## src/verilog/sgp_pkg.sv

```systemverilog
package sgp_pkg;

  localparam int          SGP_PINS          = 6;
  localparam int          SGP_DW            = 8;
  localparam logic [4:0]  SGP_ADDR_STATUS   = 5'h03;
  localparam logic [4:0]  SGP_ADDR_PORT     = 5'h06;
  localparam logic [7:0]  SGP_CFG_RESET     = 8'hFF;
  localparam logic [5:0]  SGP_DIR_RESET     = 6'h3F;
  localparam int          SGP_CFG_WAKE_BIT  = 7;
  localparam int          SGP_CFG_PULL_BIT  = 6;
  localparam int          SGP_CFG_TCS_BIT   = 5;
  localparam int          SGP_CFG_TSE_BIT   = 4;
  localparam int          SGP_CFG_PSA_BIT   = 3;
  localparam int          SGP_STAT_WAKE_BIT = 7;
  localparam int          SGP_TCLK_PIN      = 2;
  localparam int          SGP_MASTER_CLEAR_INPUT_PIN      = 3;
  localparam logic [5:0]  SGP_WAKE_PINS     = 6'h0B;
  localparam logic [5:0]  SGP_INPUT_ONLY    = 6'h08;

  typedef enum logic [2:0] {
    SGP_OP_NONE,
    SGP_OP_WRITE,
    SGP_OP_READ,
    SGP_OP_BSET,
    SGP_OP_BCLR,
    SGP_OP_LOAD_DIR,
    SGP_OP_LOAD_CFG
  } sgp_op_t;

  typedef struct packed {
    sgp_op_t     op;
    logic [4:0]  addr;
    logic [2:0]  bit_sel;
    logic [7:0]  wdata;
  } sgp_req_t;

  typedef struct packed {
    logic [5:0]  out_val;
    logic [5:0]  out_en;
    logic [5:0]  pullup_en;
  } sgp_pad_t;

endpackage : sgp_pkg

```

## src/verilog/sgp_port.sv

```systemverilog
`timescale 1ns/1ps
// Operation
// - Output direction disables pull-up and wake-on-change on that pin
// - Timer external clock select forces pin 2 to input
// - Port read returns pin levels, not latches
// - Reset makes every pin a high-impedance input
// - Port register is 8 bits; upper two bits read zero
// - Pins in alternate function read as zero
// - Pins 0, 1, 3 offer weak pull-up and wake-on-change
// - Pull-up and wake enables act on pins 0, 1, 3 together
// - Pin 3 as master clear: pull-up always on, no wake; here the pull-up is off while reset is held
// - Direction-load instruction copies working register; write-only
// - Direction 1 tristates the driver; 0 drives the latch
// - Pin 3 input only; others individually programmable
// - Inputs sampled at read; output latches hold until rewritten
// - Bit set/clear reads pins, modifies a bit, writes all latches
// - Status top bit set on wake reset, cleared otherwise
// - Port write lands at cycle end; read samples at cycle start
// - Configuration loaded by instruction; reset sets all eight bits
module sgp_port
  import sgp_pkg::*;
(
  input  wire logic                  clk_sys_in,
  input  wire logic                  resetn_in,
  input  wire sgp_pkg::sgp_req_t     req_in,
  input  wire logic [5:0]            pin_level_in,
  input  wire logic [5:0]            alt_func_in,
  input  wire logic                  master_clear_input_enable_in,
  input  wire logic                  wake_reset_in,
  input  wire logic                  sleeping_in,
  output logic [7:0]                 rdata_out,
  output logic                       rvalid_out,
  output sgp_pkg::sgp_pad_t          pad_out,
  output logic                       wake_event_out,
  output logic [7:0]                 cfg_out,
  output logic                       timer_clk_ext_out
);

  import sgp_pkg::*;

  logic [5:0] pins_sync;
  logic [5:0] latch_q;
  logic [5:0] dir_q;
  logic [7:0] cfg_q;
  logic       wake_flag_q;
  logic       rst_seen_q;
  logic [5:0] wake_ref_q;
  logic [7:0] rdata_q;
  logic       rvalid_q;
  logic [5:0] port_view;
  logic [5:0] eff_dir;
  logic [5:0] wake_mask;
  logic [5:0] pull_mask;
  logic [5:0] rmw_val;
  logic       is_port;

  // Pins are asynchronous to the core clock
  sgp_sync #(
    .W (SGP_PINS)
  ) u_pin_sync (
    .clk_sys_in (clk_sys_in),
    .resetn_in  (resetn_in),
    .async_in   (pin_level_in),
    .sync_out   (pins_sync)
  );

  function automatic logic [5:0] bit_onehot(input logic [2:0] sel);
    logic [5:0] m;
    m = '0;
    if (sel < 3'h6)
    begin
      m[sel] = 1'b1;
    end
    return m;
  endfunction : bit_onehot

  assign is_port = (req_in.addr == SGP_ADDR_PORT);

  // Alternate-function pins read as zero
  assign port_view = pins_sync & ~alt_func_in;

  // Effective direction: pin 3 never drives, pin 2 yields to external timer clock
  always_comb
  begin
    eff_dir = dir_q | SGP_INPUT_ONLY;
    if (cfg_q[SGP_CFG_TCS_BIT])
    begin
      eff_dir[SGP_TCLK_PIN] = 1'b1;
    end
  end

  // Shared enables over pins 0, 1, 3; a pin set to output drops both on that pin only
  always_comb
  begin
    pull_mask = cfg_q[SGP_CFG_PULL_BIT] ? 6'h00 : SGP_WAKE_PINS;
    wake_mask = cfg_q[SGP_CFG_WAKE_BIT] ? 6'h00 : SGP_WAKE_PINS;
    pull_mask = pull_mask & eff_dir;
    wake_mask = wake_mask & eff_dir;
    if (master_clear_input_enable_in)
    begin
      pull_mask[SGP_MASTER_CLEAR_INPUT_PIN] = 1'b1;
      wake_mask[SGP_MASTER_CLEAR_INPUT_PIN] = 1'b0;
    end
  end

  // Read-modify-write takes pin levels, not latches, into every latch
  always_comb
  begin
    rmw_val = port_view;
    if (req_in.op == SGP_OP_BSET)
    begin
      rmw_val = port_view | bit_onehot(req_in.bit_sel);
    end
    else if (req_in.op == SGP_OP_BCLR)
    begin
      rmw_val = port_view & ~bit_onehot(req_in.bit_sel);
    end
  end

  // Latches only change on a write; reset leaves them as they were in silicon,
  // here cleared for determinism
  always_ff @(posedge clk_sys_in or negedge resetn_in)
  begin
    if (!resetn_in)
    begin
      latch_q <= '0;
    end
    else if (is_port && req_in.op == SGP_OP_WRITE)
    begin
      latch_q <= req_in.wdata[5:0];
    end
    else if (is_port && (req_in.op == SGP_OP_BSET || req_in.op == SGP_OP_BCLR))
    begin
      latch_q <= rmw_val;
    end
  end

  always_ff @(posedge clk_sys_in or negedge resetn_in)
  begin
    if (!resetn_in)
    begin
      dir_q <= SGP_DIR_RESET;
    end
    else if (req_in.op == SGP_OP_LOAD_DIR)
    begin
      dir_q <= req_in.wdata[5:0];
    end
  end

  always_ff @(posedge clk_sys_in or negedge resetn_in)
  begin
    if (!resetn_in)
    begin
      cfg_q <= SGP_CFG_RESET;
    end
    else if (req_in.op == SGP_OP_LOAD_CFG)
    begin
      cfg_q <= req_in.wdata;
    end
  end

  // Reset cause is captured on the first clock after release, not by the reset
  always_ff @(posedge clk_sys_in or negedge resetn_in)
  begin
    if (!resetn_in)
    begin
      rst_seen_q  <= 1'b0;
      wake_flag_q <= 1'b0;
    end
    else if (!rst_seen_q)
    begin
      rst_seen_q  <= 1'b1;
      wake_flag_q <= wake_reset_in;
    end
  end

  // Reference snapshot for change detection, refreshed while awake
  always_ff @(posedge clk_sys_in or negedge resetn_in)
  begin
    if (!resetn_in)
    begin
      wake_ref_q <= '0;
    end
    else if (!sleeping_in)
    begin
      wake_ref_q <= pins_sync;
    end
  end

  always_ff @(posedge clk_sys_in or negedge resetn_in)
  begin
    if (!resetn_in)
    begin
      wake_event_out <= 1'b0;
    end
    else
    begin
      wake_event_out <= sleeping_in && |((pins_sync ^ wake_ref_q) & wake_mask);
    end
  end

  // Read data is the pin image at the start of the instruction cycle
  always_ff @(posedge clk_sys_in or negedge resetn_in)
  begin
    if (!resetn_in)
    begin
      rdata_q  <= '0;
      rvalid_q <= 1'b0;
    end
    else
    begin
      rvalid_q <= (req_in.op == SGP_OP_READ);
      if (req_in.op == SGP_OP_READ && is_port)
      begin
        rdata_q <= {2'b00, port_view};
      end
      else if (req_in.op == SGP_OP_READ && req_in.addr == SGP_ADDR_STATUS)
      begin
        rdata_q <= {wake_flag_q, 7'h00};
      end
      else if (req_in.op == SGP_OP_READ)
      begin
        rdata_q <= '0;
      end
    end
  end

  always_ff @(posedge clk_sys_in or negedge resetn_in)
  begin
    if (!resetn_in)
    begin
      pad_out <= '{out_val: 6'h00, out_en: 6'h00, pullup_en: 6'h00};
    end
    else
    begin
      pad_out.out_val   <= latch_q;
      pad_out.out_en    <= ~eff_dir & ~alt_func_in;
      pad_out.pullup_en <= pull_mask;
    end
  end

  assign rdata_out         = rdata_q;
  assign rvalid_out        = rvalid_q;
  assign cfg_out           = cfg_q;
  assign timer_clk_ext_out = cfg_q[SGP_CFG_TCS_BIT];

endmodule : sgp_port

```

## src/verilog/sgp_sync.sv

```systemverilog
`timescale 1ns/1ps
module sgp_sync #(
  parameter int W = 6
) (
  input  wire logic         clk_sys_in,
  input  wire logic         resetn_in,
  input  wire logic [W-1:0] async_in,
  output logic      [W-1:0] sync_out
);

  logic [W-1:0] meta_q;

  // First stage feeds only the second stage
  always_ff @(posedge clk_sys_in or negedge resetn_in)
  begin
    if (!resetn_in)
    begin
      meta_q   <= '0;
      sync_out <= '0;
    end
    else
    begin
      meta_q   <= async_in;
      sync_out <= meta_q;
    end
  end

endmodule : sgp_sync
```

## config.mk

```make
export PLATFORM = sky130hd
export DESIGN_NAME = sgp_port
export DESIGN_NICKNAME = d
export VERILOG_FILES = /design/src/verilog/sgp_pkg.sv /design/src/verilog/sgp_port.sv /design/src/verilog/sgp_sync.sv
export SDC_FILE = /design/constraint.sdc
export NUM_CORES = 1
export LEC_CHECK = 0
export BUFFER_PORTS_ARGS = -buffer_cell sky130_fd_sc_hd__buf_2
export CAP_MARGIN = 5
export CORE_MARGIN = 2
export CORE_UTILIZATION = 25
export CTS_CLUSTER_DIAMETER = 50
export DETAILED_ROUTE_END_ITERATION = 7
export GPL_ROUTABILITY_DRIVEN = 0
export PLACE_DENSITY = 0.45
export SLEW_MARGIN = 20
export SYNTH_ARGS = -nofsm -noshare
export SYNTH_HDL_FRONTEND = slang
export SYNTH_SLANG_ARGS = --single-unit
export TNS_END_PERCENT = 1
```

## constraint.sdc

```tcl
create_clock -name clk_sys_in -period 2.51 [get_ports clk_sys_in]
set_input_delay 0.502 -clock clk_sys_in [delete_from_list [all_inputs] [get_ports clk_sys_in]]
set_output_delay 0.502 -clock clk_sys_in [all_outputs]
set_load 0.01 [all_outputs]
```

Word-level counts from Yosys, hierarchy flattened. Index checks and enable logic that the tools add are counted.

Output and inout port bits: 37. Input port bits: 36. Register bits: 68.

Magnitude comparators: 3. Equality and inequality tests: 8. Bitwise operators: 11. Reductions and logical operators: 10. Muxes and demuxes: 18.

Operator list (number): two-way mux 6 bit (8); AND 6 bit (4); two-way mux 8 bit (3); inverter 6 bit (3); AND 4 x 6 -> 6 bit (2); == test 3 bit, second input constant (3); two-way mux 4 bit (2); == test 3 x 2 -> 1 bit, second input constant (2); logical AND 1 bit (6); bitwise OR 6 bit (1); OR reduction 6 bit (1); bitwise XOR 6 bit (1); == test 5 x 2 -> 1 bit, second input constant (1); == test 5 x 3 -> 1 bit, second input constant (1); less-than comparator 3 x 4 -> 1 bit, second input constant (1); two-way mux 1 bit (4); demux 1 bit (select 3 bit) (1); == test 3 x 1 -> 1 bit, second input constant (1); >= comparator 3 x 1 -> 1 bit, second input constant (1); less-than comparator 3 bit, second input constant (1); nonzero test 3 bit (1); nonzero test 2 bit (1); logical OR 1 bit (1).

Longest topological paths before layout.
Word-level depth: 13. Gate-level depth with buffers: 6. Mapped depth without buffers: 4.

Modules after synthesis. A second synthesis with hierarchy kept.

Cells, all modules: 179. Area, all modules: 2328.5 µm².

By module, submodules not included: sgp_port (times used 1, cells an instance 167, area an instance 2028.2 µm²); sgp_sync (times used 1, cells an instance 12, area an instance 300.3 µm²).

Worst setup path before layout. No wires, ideal clock.

Path kind: input-to-reg. Start: input port req_in[18] (netlist bit). End: register rdata_q[5] (netlist: rdata_out[5]). Path buffers: 3. Data required time: 2418 ps. Slack: 963 ps. Stages: 5. Arrival time: 1455 ps. Setup time: 92 ps. Path through: buf_2 > or3b_1 > buf_2 > buf_6 > o31ai_2.

Longest elaborated chain between the ends: 4. Elaborated cells on any way between the ends: 6. Classes of those cells: eq/ne: 1; mux: 2; reduce/logical: 3.

RTL lines: start, declared (RTL line sgp_port.sv:25) `input wire sgp_pkg::sgp_req_t req_in,`; == test 3 x 2 -> 1 bit (*) (RTL line sgp_port.sv:213, sgp_port.sv:217, sgp_port.sv:221); logical AND 1 bit (RTL line sgp_port.sv:217) `else if (req_in.op == SGP_OP_READ && req_in.addr == SGP_ADDR_STATUS)`; two-way mux 8 bit (RTL line sgp_port.sv:217); two-way mux 8 bit (RTL line sgp_port.sv:213) `if (req_in.op == SGP_OP_READ && is_port)`; end signal, assigned (RTL line sgp_port.sv:215) `rdata_q <= {2'b00, port_view};`; end signal, assigned (RTL line sgp_port.sv:219) `rdata_q <= {wake_flag_q, 7'h00};`; end, declared (RTL line sgp_port.sv:48) `logic [7:0] rdata_q;`.

Every way passes the cells marked *; elsewhere a longest branch is shown, timed or not. A chain may end at the register's enable or synchronous reset.

Worst setup path after layout.
Start: register cfg_q[6] (netlist: cfg_out[6]). End: output port cfg_out[6].

RTL lines: start, declared (RTL line sgp_port.sv:44) `logic [7:0] cfg_q;`; start signal, assigned (RTL line sgp_port.sv:158) `cfg_q <= req_in.wdata;`; end, declared (RTL line sgp_port.sv:35) `output logic [7:0] cfg_out,`.

No word-level cell between the ends.

==> impl_metrics.ini <==
[outcome]
status = complete, no violations

[floorplanning]
dieArea_um2 = 10020
num_rows = 35
io_pins = 73
die_h_um = 100.1
die_w_um = 100.1
start_util = 0.2536
core-area_um2 = 9109

[synth]
yosysWarningCount = 0
seq_area_frac_synth = 0.6463
synthCells = 176
synth-seq-cells = 59
syn_area_um2 = 2310
syn_avg_cell_area_um2 = 13.12
ys_types = 33

[power_and_ir_drop]
leakagePower_uw = 0.001388
pwr_density_cell_nw_per_um2 = 745.3
total_power_uw = 2175
vdd_drop_max_mv = 0.2271

[setup_path]
regToRegStartpoint = u_pin_sync.sync_out[1]
cp_top_family = flip-flops
path_cells = buf_2
worst-path-buf-inv = 1
crit_type = reg -> out
path_max_fanout = 5
worstSetupStartpointType = register
end_kind = output pin
slowest_stage = dfstp_2
startpoint = cfg_out[6]
max_stage_delay_ns = 0.56
critPathArrivalTime_ns = 1.02
cp.required_ns = 2.01

[placement]
dp_hpwl_um = 3919
io_buffer_count = 67
pre_cts_ws_ns = 0.8245
dp_cells = 347

[drt]
drcViolationCount = 0
wl_met1_um = 2335
wl_met2_um = 2537
vias = 1542
post_drt_wl_per_cell_um = 14.18
drtAntennaViolNets = 0
wirelength_um = 5147
vias_per_cell = 4.248
top_layer_used = met4
drt-initial-drc-count = 125
drtPass1Iterations = 4
met3WireLength_um = 182

[cts]
ctsLongestPathBuffers = 2
holdBufCountCts = 0
path_clk_slew_ns = 0.07
cts_setup_buffers = 0
cts_buffers = 9
cts.sinks = 59
cts_resized = 0
cts_root_buffer = clkbuf_8
htree_levels = 3
clock_latency_ns = 0.33
cts_tree = done

[finish]
stdcell_count = 363
nFillCells = 955
area_delta_synth_final_pct = 26.33
multi_input_area_um2 = 740.7
ff_latch_area_um2 = 1493
drive_gt1_frac = 0.4762
nets = 283
n_antenna_cell = 0

[sta]
final.setup.worst_slack_ns = 0.9875
fmax_ghz = 0.6568
slew_violations = 0
hold_viol = 0
fin_worst_skew_ns = 0.008168
period_share = 0.6066
period_minus_slack_ns = 1.522
setup_viol = 0
tns_ns = 0
rsz0062_at_grt = no
slew_headroom = 0.5648
worstMarginPinSlew_ns = 0.6528
hold_slack_ns = 0.2007

[global_route]
first_global_vias = 1611
grt_max_degree = 33
grt_use_total = 0.1128
grt-ovfl-total = 0
antenna_found_initial = 0
grt_pass1_wl_um = 8473

[run]
drv_cap = 0

[min_path]
min_path_type = in -> async
==> cell usage after synthesis <==
master	number	area share
nand4b_1	1	0.0038
and3b_1	1	0.0038
o211ai_1	1	0.0033
xor2_1	2	0.0076
a221oi_1	1	0.0038
o31ai_2	1	0.0054
o31ai_1	11	0.036
nor3b_2	1	0.0054
conb_1	2	0.0033
dfrtp_1	46	0.50
and3_1	2	0.0054
or3b_2	1	0.0038
mux2_2	17	0.083
nand2_1	14	0.023
clkbuf_1	1	0.0016
nand2b_1	7	0.019
nor2_1	12	0.020
nor2b_1	6	0.016
buf_6	1	0.0049
or3b_1	1	0.0038
o21ai_0	1	0.0022
nand3b_1	2	0.0065
inv_1	1	0.0016
buf_2	4	0.0087
nor4b_2	1	0.0065
dfstp_2	13	0.15
nor3b_1	3	0.0098
buf_4	7	0.023
a211oi_1	6	0.020
a21oi_1	6	0.013
and4bb_2	1	0.0054
nor3_1	1	0.0022
xnor2_1	1	0.0038
==> power breakdown <==
group	switching (µW)	internal, µW	total [µW]
registers	50.1	1080	1130
clock network	369	405	774
logic	142	131	272
==> path summary, 6_finish.rpt <==
kind,cells after the start,slack (ns),endpoint
max in group asynchronous,2,1.63,cfg_out[5]
setup / recovery,1,0.99,cfg_out[6]
hold reg to reg,0,0.35,u_pin_sync.sync_out[3]
min in group clk_sys_in,1,0.28,u_pin_sync.meta_q[4]
setup reg to reg,4,1.38,latch_q[1]
hold / removal,1,0.20,pad_out[1]
==> per-layer routing <==
metal	global-route usage	vias up
li1	-	745
met1	0.1486	755
met2	0.1755	33
met3	0.02646	9
met4	0.05374	0
met5	0	-
==> logic make-up after synthesis <==
group,synth area share
other,0.003251
AO/OA/AOI/OAI,0.08288
AND/OR/NAND/NOR,0.1338
flip-flops,0.6463
XOR/XNOR,0.01138
buffers and inverters,0.03954
multiplexers,0.08288
==> stage by stage <==
step	util	cell area (µm²)
floorplan	-	2325
global placement	0.3007	2739
detailed placement	0.3007	2739
CTS	0.3203	2918
global route	0.3203	2918
finish	0.3203	2918
==> cells in the final DEF (no fill, tap or decap), types with 3 or more instances in the layout <==
cell type  instances
nor2_1            12
o31ai_1           11
nor3b_1            3
clkinv_2           4
clkbuf_8          11
buf_2             67
a21oi_1            6
dfstp_2           13
dfrtp_1           46
mux2_2            17
a211oi_1           6
nand2_1           14
nor2b_1            6
nand2b_1           7
conb_1             6
==> sequential cells by signal, summed over array words and instances, names as in the netlist, 3 cells and up <==
signal               count
u_pin_sync.meta_q        6
wake_ref_q               3
cfg_out                  8
latch_q                  6
pad_out                 14
dir_q                    5
rdata_out                7
u_pin_sync.sync_out      6
==> final cells by class <==
type / instances / area share
sequential: 59 / 0.5116
multi-input combinational: 107 / 0.2539
timing repair buffer: 69 / 0.1244
clock buffer: 11 / 0.05189
tap: 111 / 0.04760
clock inverter: 5 / 0.009434
inverter: 1 / 0.001286
(Power assumes the default switching activity.)
